**src/logic/dpc_cfg.svh**
```systemverilog
`ifndef DPC_CFG_SVH
`define DPC_CFG_SVH
// Register word addresses on the plain register port.
`define DPC_ADDR_ERR 8'h00
`define DPC_ADDR_STAT 8'h04
`define DPC_ADDR_CFG 8'h08
`define DPC_ADDR_LEN 8'h0C
`define DPC_ADDR_REL 8'h2C
`define DPC_ADDR_IRQ_STAT 8'h10
`define DPC_ADDR_IRQ_EN 8'h14
`define DPC_ADDR_IRQ_CLR 8'h18
// Error register bit positions.
`define DPC_ERR_SUM 0
`define DPC_ERR_FRAME 1
`define DPC_ERR_PROLOG 2
`define DPC_ERR_SUBFRAME 4
`define DPC_ERR_REL 7
`define DPC_ERR_SNR 8
`define DPC_ERR_PERM 9
// Status register field positions.
`define DPC_ST_BUSY 1
`define DPC_ST_ERR 2
`define DPC_ST_WAIT_LO 3
`define DPC_ST_HALT 10
`define DPC_ST_MAP 11
`define DPC_ST_SUB_LO 12
`define DPC_ST_ITER_LO 16
`define DPC_ST_SNR_LO 21
`define DPC_ST_CRC 23
`define DPC_ST_TOP_LO 24
// Parameter limits.
`define DPC_SNR_MAX 16'd100
`define DPC_REL_MIN 16'd40
`define DPC_REL_SP12 16'd128
`define DPC_REL_SP3_MIN 16'd65
`define DPC_SUBF_MAX 16'd5114
`define DPC_PRO_MIN 16'd4
`define DPC_PRO_MAX 16'd48
`define DPC_FSA_MIN 16'd40
`define DPC_FSA_MAX 16'd20730
`define DPC_FSP12_MIN 16'd256
`define DPC_FSP_MAX 16'd20480
`define DPC_FSP3_MIN 16'd128
// Reset values.
`define DPC_STAT_RST 32'h0000_0000
`endif

```
**src/logic/dpc_pkg.sv**
```systemverilog
package dpc_pkg;
	typedef logic [15:0] dpc_len_t;
	typedef logic [1:0] dpc_variant_t;
endpackage

```
**src/logic/dpc_chk_if.sv**
```systemverilog
`timescale 1ns/1ps
// Parameters in, error bits out, between top and checker.
interface dpc_chk_if;
	import dpc_pkg::*;
	logic shared_mode;
	dpc_variant_t variant;
	logic perm_load;
	dpc_len_t frame_len;
	dpc_len_t subframe_len;
	dpc_len_t prolog_len;
	dpc_len_t rel_len;
	dpc_len_t rel_win;
	dpc_len_t snr_thr;
	logic [9:0] err;
	modport top(output shared_mode, variant, perm_load, frame_len, subframe_len, prolog_len,
		rel_len, rel_win, snr_thr, input err);
	modport chk(input shared_mode, variant, perm_load, frame_len, subframe_len, prolog_len,
		rel_len, rel_win, snr_thr, output err);
endinterface

```
**src/logic/dpc_param_chk.sv**
```systemverilog
`timescale 1ns/1ps
`include "dpc_cfg.svh"
// Combinational parameter checker.
module dpc_param_chk
	import dpc_pkg::*;
(
	// Parameters and result.
	dpc_chk_if.chk c
);
	logic sp12;
	logic sp3;
	assign sp12 = c.shared_mode && (c.variant == 2'd1 || c.variant == 2'd2);
	assign sp3 = c.shared_mode && (c.variant == 2'd3);
	// Per-field checks; summary is the OR of all of them.
	always_comb begin
		c.err = '0;
		c.err[`DPC_ERR_PERM] = c.shared_mode && c.perm_load;
		c.err[`DPC_ERR_SNR] = c.snr_thr > `DPC_SNR_MAX;
		c.err[`DPC_ERR_REL] = (c.rel_len < `DPC_REL_MIN) || (sp12 && c.rel_win != `DPC_REL_SP12)
			|| (sp3 && c.rel_win < `DPC_REL_SP3_MIN);
		c.err[`DPC_ERR_SUBFRAME] = c.subframe_len > `DPC_SUBF_MAX;
		c.err[`DPC_ERR_PROLOG] = c.prolog_len < `DPC_PRO_MIN || c.prolog_len > `DPC_PRO_MAX;
		if (!c.shared_mode) begin
			c.err[`DPC_ERR_FRAME] = c.frame_len < `DPC_FSA_MIN || c.frame_len > `DPC_FSA_MAX;
		end else if (sp3) begin
			c.err[`DPC_ERR_FRAME] = c.frame_len < `DPC_FSP3_MIN || c.frame_len > `DPC_FSP_MAX;
		end else if (sp12) begin
			c.err[`DPC_ERR_FRAME] = c.frame_len < `DPC_FSP12_MIN || c.frame_len > `DPC_FSP_MAX
				|| c.frame_len[7:0] != 8'h00;
		end else begin
			c.err[`DPC_ERR_FRAME] = 1'b0;
		end
		c.err[`DPC_ERR_SUM] = |c.err[9:1];
	end
endmodule

```
**src/logic/dpc_regs.sv**
```systemverilog
// The plain strobed port and the register offsets were left to the implementer.
`timescale 1ns/1ps
`include "dpc_cfg.svh"
// Contract
// - Shared mode with permutation-load flag set raises error bit 9.
// - Error bit 7 set when reliability length below 40.
// - Shared mode variant 1 or 2: bit 7 when window differs from 128.
// - Shared mode variant 3: bit 7 when window below 65.
// - Error bit 4 set when subframe length exceeds 5114.
// - Error bit 2 set when prolog below 4 or above 48.
// - Standalone: bit 1 when frame below 40 or above 20730.
// - Shared variant 1/2: bit 1 when frame outside 256..20480 or not multiple of 256.
// - Shared variant 3: bit 1 when frame below 128 or above 20480.
// - Error bit 0 set whenever any parameter error exists.
// - Error bits 6-5 and 3 read zero, writes ignored.
// - Status word read-only, reset zero, fixed field layout.
// - Any parameter error raises the host interrupt when its enable bit is set.
// - Status bits 9..3 show the seven buffer-wait flags.
// - Status bit 1 is high when MAP state nonzero.
module dpc_regs
	import dpc_pkg::*;
(
	// Clock and reset.
	input wire logic mclk_i,
	input wire logic rst_i,
	// Register port.
	input wire logic [7:0] addr_i,
	input wire logic [31:0] wdata_i,
	input wire logic wr_i,
	input wire logic rd_i,
	output logic [31:0] rdata_o,
	// Decoder state inputs.
	input wire logic [3:0] top_fsm_state_i,
	input wire logic crc_pass_i,
	input wire logic [1:0] map_quality_result_i,
	input wire logic [4:0] iter_i,
	input wire logic [3:0] substate_i,
	input wire logic map_active_i,
	input wire logic debug_halted_i,
	input wire logic [3:0] map_state_i,
	input wire logic awaiting_outparam_read_i,
	input wire logic awaiting_decision_read_i,
	input wire logic awaiting_extrinsic_read_i,
	input wire logic awaiting_apriori_write_i,
	input wire logic awaiting_symbol_write_i,
	input wire logic awaiting_permutation_write_i,
	input wire logic awaiting_config_write_i,
	// Interrupt.
	output logic irq_o
);
	// ---------------------------------------------------------------
	// Configuration registers
	// ---------------------------------------------------------------
	logic shared_processing_mode_q;
	dpc_variant_t variant_q;
	logic perm_load_q;
	dpc_len_t prolog_q;
	dpc_len_t snr_q;
	dpc_len_t frame_q;
	dpc_len_t subframe_q;
	dpc_len_t rel_q;
	dpc_len_t reliability_window_len_q;
	logic [31:0] decoder_error_flags_q;
	logic [31:0] decoder_status_q;
	logic [9:0] irq_stat_q;
	logic [9:0] irq_en_q;
	logic [9:0] err_new;
	logic [9:0] err_rise;

	dpc_chk_if chk_bus ();

	// Software writes the parameter words.
	always_ff @(posedge mclk_i) begin
		if (rst_i) begin
			shared_processing_mode_q <= 1'b0;
			variant_q <= 2'd0;
			perm_load_q <= 1'b0;
			prolog_q <= 16'h0000;
			snr_q <= 16'h0000;
			frame_q <= 16'h0000;
			subframe_q <= 16'h0000;
			rel_q <= 16'h0000;
			reliability_window_len_q <= 16'h0000;
		end else if (wr_i) begin
			if (addr_i == `DPC_ADDR_CFG) begin
				shared_processing_mode_q <= wdata_i[0];
				variant_q <= wdata_i[2:1];
				perm_load_q <= wdata_i[3];
				prolog_q <= {10'h000, wdata_i[9:4]};
				snr_q <= wdata_i[31:16];
			end else if (addr_i == `DPC_ADDR_LEN) begin
				frame_q <= wdata_i[15:0];
				subframe_q <= wdata_i[31:16];
			end else if (addr_i == `DPC_ADDR_REL) begin
				rel_q <= wdata_i[15:0];
				reliability_window_len_q <= wdata_i[31:16];
			end
		end
	end

	// ---------------------------------------------------------------
	// Checker hookup
	// ---------------------------------------------------------------
	assign chk_bus.shared_mode = shared_processing_mode_q;
	assign chk_bus.variant = variant_q;
	assign chk_bus.perm_load = perm_load_q;
	assign chk_bus.frame_len = frame_q;
	assign chk_bus.subframe_len = subframe_q;
	assign chk_bus.prolog_len = prolog_q;
	assign chk_bus.rel_len = rel_q;
	assign chk_bus.rel_win = reliability_window_len_q;
	assign chk_bus.snr_thr = snr_q;
	assign err_new = chk_bus.err;

	dpc_param_chk u_chk (
		.c(chk_bus.chk)
	);

	// Registered error word; reserved bits forced to zero.
	// reserved bits zero
	always_ff @(posedge mclk_i) begin
		if (rst_i) begin
			decoder_error_flags_q <= 32'h0000_0000;
		end else begin
			decoder_error_flags_q <= {22'h00_0000, err_new[9:7], 2'b00, err_new[4], 1'b0,
				err_new[2:0]};
		end
	end

	// ---------------------------------------------------------------
	// Status word
	// ---------------------------------------------------------------
	// status capture
	always_ff @(posedge mclk_i) begin
		if (rst_i) begin
			decoder_status_q <= `DPC_STAT_RST;
		end else begin
			decoder_status_q <= {4'h0, top_fsm_state_i, crc_pass_i, map_quality_result_i,
				iter_i, substate_i, map_active_i, debug_halted_i,
				awaiting_outparam_read_i, awaiting_decision_read_i,
				awaiting_extrinsic_read_i, awaiting_apriori_write_i,
				awaiting_symbol_write_i, awaiting_permutation_write_i,
				awaiting_config_write_i, decoder_error_flags_q[`DPC_ERR_SUM],
				map_state_i != 4'h0, 1'b0};
		end
	end

	// ---------------------------------------------------------------
	// Interrupts
	// ---------------------------------------------------------------
	assign err_rise = decoder_error_flags_q[9:0] & ~irq_stat_q;

	// Sticky event bits; a new error wins over a clear in the same cycle.
	// error interrupt
	always_ff @(posedge mclk_i) begin
		if (rst_i) begin
			irq_stat_q <= 10'h000;
		end else begin
			if (wr_i && addr_i == `DPC_ADDR_IRQ_CLR) begin
				irq_stat_q <= (irq_stat_q & ~wdata_i[9:0]) | decoder_error_flags_q[9:0];
			end else begin
				irq_stat_q <= irq_stat_q | err_rise;
			end
		end
	end

	// Enable register.
	always_ff @(posedge mclk_i) begin
		if (rst_i) begin
			irq_en_q <= 10'h000;
		end else if (wr_i && addr_i == `DPC_ADDR_IRQ_EN) begin
			irq_en_q <= wdata_i[9:0];
		end
	end

	assign irq_o = |(irq_stat_q & irq_en_q);

	// ---------------------------------------------------------------
	// Read port
	// ---------------------------------------------------------------
	// Read data stand one cycle after the strobe; unmapped reads zero.
	always_ff @(posedge mclk_i) begin
		if (rst_i) begin
			rdata_o <= 32'h0000_0000;
		end else if (rd_i) begin
			unique case (addr_i)
				`DPC_ADDR_ERR: rdata_o <= decoder_error_flags_q;
				`DPC_ADDR_STAT: rdata_o <= decoder_status_q;
				`DPC_ADDR_CFG: rdata_o <= {snr_q, 6'h00, prolog_q[5:0], perm_load_q,
					variant_q, shared_processing_mode_q};
				`DPC_ADDR_LEN: rdata_o <= {subframe_q, frame_q};
				`DPC_ADDR_REL: rdata_o <= {reliability_window_len_q, rel_q};
				`DPC_ADDR_IRQ_STAT: rdata_o <= {22'h00_0000, irq_stat_q};
				`DPC_ADDR_IRQ_EN: rdata_o <= {22'h00_0000, irq_en_q};
				default: rdata_o <= 32'h0000_0000;
			endcase
		end else begin
			rdata_o <= 32'h0000_0000;
		end
	end

	// Buffer-wait inputs in status bit order, for the wait-flag check.
	logic [6:0] wait_flags;
	assign wait_flags = {awaiting_outparam_read_i, awaiting_decision_read_i,
		awaiting_extrinsic_read_i, awaiting_apriori_write_i, awaiting_symbol_write_i,
		awaiting_permutation_write_i, awaiting_config_write_i};
endmodule

```
**config.mk**
```make
export PLATFORM = sky130hd
export DESIGN_NAME = dpc_regs
export DESIGN_NICKNAME = d
export VERILOG_FILES = /design/src/logic/dpc_pkg.sv /design/src/logic/dpc_chk_if.sv /design/src/logic/dpc_param_chk.sv /design/src/logic/dpc_regs.sv
export VERILOG_INCLUDE_DIRS = /design/src /design/src/logic
export SDC_FILE = /design/constraint.sdc
export NUM_CORES = 1
export LEC_CHECK = 0
export ABC_AREA = 1
export BUFFER_PORTS_ARGS = -buffer_cell sky130_fd_sc_hd__buf_2
export CAP_MARGIN = 10
export CORE_MARGIN = 5
export CORE_UTILIZATION = 40
export DETAILED_ROUTE_END_ITERATION = 7
export SETUP_SLACK_MARGIN = 0.1
export SYNTH_ARGS = -nofsm -noshare
export SYNTH_HDL_FRONTEND = slang
export SYNTH_SLANG_ARGS = --single-unit
```
**constraint.sdc**
```tcl
create_clock -name mclk_i -period 1.2 [get_ports mclk_i]
set_input_delay 0.18 -clock mclk_i [delete_from_list [all_inputs] [get_ports mclk_i]]
set_output_delay 0.18 -clock mclk_i [all_outputs]
set_load 0.02 [all_outputs]
```
; ---- Yosys cells after proc, flatten, opt, wreduce, memory -nomap -nowiden
; Cells that the tools add are included.
[totals]
register_bits = 206
latchBits = 0
ramBits = 0
rom_bits = 0
input_bits = 73
output_inout_bits = 33
word_cells = 77
n_memories = 0
[op_classes]
n_addsub = 0
mul = 0
n_div = 0
magnitude_cmp = 11
eq_ne = 11
shifts = 0
muxes = 5
bitwise_logic = 10
reduce_logical = 24
[ops]
columns = operator, count
row1 = $pmux W32 S7, 1
row2 = $gt A16 B15 Y1 const B, 2
row3 = $lt A16 B6 Y1 const B, 2
row4 = $and A10 B10 Y10, 3
row5 = $eq A8 B5 Y1 const B, 3
row6 = $not A10 Y10, 2
row7 = $or A10 B10 Y10, 2
row8 = $eq A8 B4 Y1 const B, 2
row9 = $gt A16 B13 Y1 const B, 1
row10 = $gt A16 B7 Y1 const B, 1
row11 = $lt A16 B7 Y1 const B, 1
row12 = $lt A16 B8 Y1 const B, 1
row13 = $lt A16 B9 Y1 const B, 1
row14 = $ne A16 B8 Y1 const B, 1
row15 = $mux W10, 1
row16 = $reduce_or A10 Y1, 1
row17 = $eq A8 B3 Y1 const B, 1
row18 = $eq A8 B6 Y1 const B, 1
row19 = $logic_not A8 Y1, 1
row20 = $logic_or A1 B1 Y1, 8
row21 = $reduce_bool A8 Y1, 1
row22 = $logic_and A1 B1 Y1, 7
row23 = $gt A6 B6 Y1 const B, 1
row24 = $lt A6 B3 Y1 const B, 1
row25 = other kinds (10), 15

; ---- Logic depth before layout (Yosys ltp)
[depth]
ltp_word = 7
depth_mapped = 12
depth_no_buf = 12

; ---- By module
; From an unflattened synthesis, not the netlist that was laid out.
[unflattened]
hier_cells = 1117
area_unflattened_um2 = 7646.1
[by_module_without_submodules]
columns = mod, instances, cells_per_inst, area_per_inst_um2, seq_area_each_um2
row1 = dpc_regs, 1, 979, 6994.2, 3523.4
row2 = dpc_param_chk, 1, 138, 651.9, 0.0

; ---- Worst setup path after synthesis
; Ideal clock, no wire load.
[synth_timing]
path_kind = input to register
from = in addr_i[7]
to = reg prolog_q[0] (netlist: chk_bus.prolog_len[0])
setup_ps = 119
arrival_ps = 1116
required_ps = 1081
path_slack_ps = -35
stages = 9
path_buffers = 1
path_cell_list = nor2_2 > nand3_1 > inv_2 > nand2_2 > inv_2 > nand2_2 > buf_2 > o21ai_0 > a21oi_1
[synth_via]
elab_chain_cells = 2
[synth_lines]
columns = item, line
row1 = from (decl), dpc_regs.sv:27  ; input wire logic [7:0] addr_i,
row2 = $eq A8 B4 Y1, n/a
row3 = $reduce_and A2 Y1 (no source line), n/a
row4 = to (signal assigned), dpc_regs.sv:89  ; prolog_q <= {10'h000, wdata_i[9:4]};
row5 = to (decl), dpc_regs.sv:57  ; dpc_len_t prolog_q;
; No other way between the ends.
; A chain may end at the register's enable or synchronous reset.

; ---- Worst setup path after layout
[layout_timing]
from = reg irq_en_q[9]
to = out irq_o
[layout_via]
elab_chain_cells = 2
[layout_lines]
columns = item, line
row1 = from (decl), dpc_regs.sv:66  ; logic [9:0] irq_en_q;
row2 = from (signal assigned), dpc_regs.sv:172  ; irq_en_q <= wdata_i[9:0];
row3 = $and A10 B10 Y10, dpc_regs.sv:176  ; assign irq_o = |(irq_stat_q & irq_en_q);
row4 = $reduce_or A10 Y1, dpc_regs.sv:176
row5 = to (decl), dpc_regs.sv:49  ; output logic irq_o
; No other way between the ends.

==> impl_metrics.json <==
{
  "dr.pass1.iters": 5,
  "cts_max_level": 4,
  "vias_per_cell": 5.23,
  "remaining_drc_errors": 0,
  "worstPathArrival_ns": 1.36,
  "clk_pin_slew_worst_paths_ns": 0.07,
  "die_h_um": 144,
  "cp_data_required_time_ns": 1.02,
  "r2r_end": "decoder_error_flags_q[0]$_SDFF_PP0_",
  "pre_cts_slack_ns": -0.526,
  "ant_nets": 0,
  "synth-seq-cells": 176,
  "fin_crit_sh": 1.28,
  "wl_um": 26600,
  "violations": "negative setup slack",
  "yosysTopAreaCellShare": 0.490,
  "hold_violations": 0,
  "yosysTopAreaCell": "dfxtp_1",
  "rsz0062_at_grt": "yes",
  "layout-drive-gt1-share": 0.454,
  "syn-instance-count": 1003,
  "regToRegStartpoint": "chk_bus.subframe_len[2]$_SDFFE_PP0P_",
  "numPortBuffers": 105,
  "skew_ns": 0.0132,
  "worst_pin_slew_ns": 0.631,
  "yosysWarnings": 0,
  "post-route-min-period_ns": 1.54,
  "final_nets": 1342,
  "critPathCaptureType": "primary output",
  "wl_per_cell_um": 17.6,
  "relSlewSlack": 0.580,
  "num_vias": 7896,
  "syn_nets": 1077,
  "layout_commonest_cell": "dfxtp_1",
  "min_delay_worst_endpoint": "chk_bus.frame_len[13]$_SDFFE_PP0P_",
  "clockBufferDepth": 2,
  "crit_path_start_kind": "flip-flop",
  "post-dp-hpwl_um": 16200,
  "synth_cell_type_count": 31,
  "grt.overflow.total": 0,
  "nFillCells": 1328,
  "num_rows": 49,
  "worstHoldPathCells": 3,
  "pin_count": 106,
  "cts_root_buf": "clkbuf_16",
  "slew_viol_final": 0,
  "grt_start_max_net_pins": 96,
  "diodes": 0,
  "path_class": "flip-flop to primary output",
  "die_w_um": 144,
  "tritoncts.num_buffers": 17,
  "ys_seq_area_frac": 0.490,
  "synth_area_um2": 7190,
  "core_area_um2": 17800,
  "hp-class": "input pin to flip-flop",
  "final_cell_mix": "dfxtp_1 (145), inv_1 (128), buf_4 (108)",
  "grt_pass1_wl_um": 37200,
  "gp_congestion": 0.937,
  "setup_tns_ns": -0.802,
  "drt_iter0_drc": 581,
  "track_usage": 0.230,
  "p_per_area_nw_per_um2": 1060,
  "avgSynthCellArea_um2": 7.17,
  "start_util": 0.403,
  "r2r_slack_ns": -0.08,
  "insertion_delay_ns": 0.44,
  "dieArea_um2": 20800,
  "outcome": "finished, violations left",
  "antenna_found_initial": 0,
  "setup_viol": 17,
  "clock.fmax_mhz": 651,
  "first_global_vias": 7174,
  "cap_violations": 0,
  "hp-start": "wdata_i[13]",
  "r2r_cells": 10,
  "worstPathMaxFanout": 2,
  "setup_slack_ns": -0.336,
  "place_inst": 1401,
  "stdcell_count": 1510,
  "ir_drop_mv": 1.00,
  "cts_sinks": 176,
  "cts_tree": "done",
  "ys_top_cells_by_area": "dfxtp_1 (49%), o21ai_0 (9.0%), a21oi_1 (8.7%)",
  "area_growth_syn_to_layout_pct": 66.0,
  "p_leak_nw": 5.05
}
[state kept, by name (all words and copies together) (netlist names), 2 cells and up]
| signal | flops |
|---|---|
| chk_bus.prolog_len | 6 |
| irq_en_q | 10 |
| chk_bus.frame_len | 16 |
| chk_bus.snr_thr | 16 |
| decoder_status_q | 27 |
| irq_stat_q | 10 |
| chk_bus.subframe_len | 16 |
| chk_bus.rel_win | 16 |
| chk_bus.rel_len | 16 |
| decoder_error_flags_q | 7 |
| rdata_o | 32 |
| chk_bus.variant | 2 |
[critical path, stage by stage, from the launching register on]
cell and delay [ns]:
dfxtp_2 0.32, inv_2 0.06, o22ai_2 0.08, a21oi_2 0.15, o2111ai_1 0.13, buf_4 0.18
[per-layer routing]
layer | routed length, µm | global-route usage
met1 | 11200 | 0.310
met2 | 12900 | 0.373
met3 | 1740 | 0.0450
met4 | 712 | 0.0689
met5 | 0 | 0
[report_power, final]
part / leakage [nW] / total, mW / internal [mW] / switching, mW
clock: 0.304 / 5.91 / 3.35 / 2.56
sequential: 1.44 / 5.95 / 5.91 / 0.0378
combinational: 3.30 / 0.851 / 0.368 / 0.484
total: 5.05 / 12.7 / 9.63 / 3.08
[through the flow]
| step | util | cell area, µm² | hold WS, ns | total power [mW] |
|---|---|---|---|---|
| 3_3_place_gp | 0.500 | 8920 | 0.381 | 6.65 |
| 6_report | 0.669 | 11900 | 0.0369 | 12.7 |
| 4_1_cts | 0.592 | 10600 | 0.0239 | 12.6 |
| 3_5_place_dp | 0.500 | 8920 | 0.385 | 6.65 |
| 5_1_grt | 0.669 | 11900 | 0.0401 | 13.1 |
| 2_1_floorplan | - | 7330 | 0.263 | 6.33 |
[logic make-up (layout without fill, tap and decap cells)]
| logic type | after synthesis | after routing | synth area share |
|---|---|---|---|
| AO/OA/AOI/OAI | 289 | 289 | 0.208 |
| adder cells (fa/ha/maj) | 1 | 1 | 0.00174 |
| buffers and inverters | 202 | 480 | 0.113 |
| flip-flops | 176 | 176 | 0.490 |
| AND/OR/NAND/NOR | 335 | 335 | 0.188 |
[final cells by class]
class,instances,area (µm²),area share
Timing Repair Buffer,294,2790,0.234
Multi-Input combinational cell,625,4020,0.337
Inverter,154,642,0.0538
Clock buffer,17,425,0.0356
Tap cell,229,287,0.0240
Clock inverter,15,200,0.0168
Sequential cell,176,3570,0.299
[how the worst max path moves through the flow]
stage / start / to / slack, ns / cells past startpoint
2_1_floorplan: addr_i[1] / chk_bus.prolog_len[3]$_SDFFE_PP0P_ / 0.04 / 9
3_3_place_gp: addr_i[1] / rdata_o[5]$_SDFF_PP0_ / -0.51 / 11
3_5_place_dp: addr_i[1] / rdata_o[5]$_SDFF_PP0_ / -0.53 / 11
4_1_cts: irq_stat_q[9]$_SDFF_PP0_ / irq_o / -0.33 / 5
5_1_grt: irq_stat_q[7]$_SDFF_PP0_ / irq_o / -0.38 / 5
6_report: irq_en_q[9]$_SDFFE_PP0P_ / irq_o / -0.34 / 5
[cell usage after synthesis, drive strengths merged]
| cell | instances |
|---|---|
| dfxtp | 176 |
| inv | 152 |
| nor2 | 147 |
| nand2 | 144 |
| o21ai | 134 |
| a21oi | 125 |
| nand3 | 35 |
| buf | 28 |
| o22ai | 21 |
| clkbuf | 20 |
| a31oi | 5 |
| nor3 | 4 |
| nand4 | 3 |
| clkinv | 2 |
| a31o | 1 |
| ha | 1 |
| nand3b | 1 |
| nor4 | 1 |
| o2111ai | 1 |
| o21bai | 1 |
| o221ai | 1 |
[repair_timing]
item                       in CTS  in global routing
hold buffers                   29                  0
setup endpoints to repair     128                157
gates cloned                    4                 10
hold endpoints to repair       26                  0
pin swaps                      54                 83
resized for setup             148                354
setup buffers                  18                 25
No activity file was read; power rests on OpenSTA's default activity.
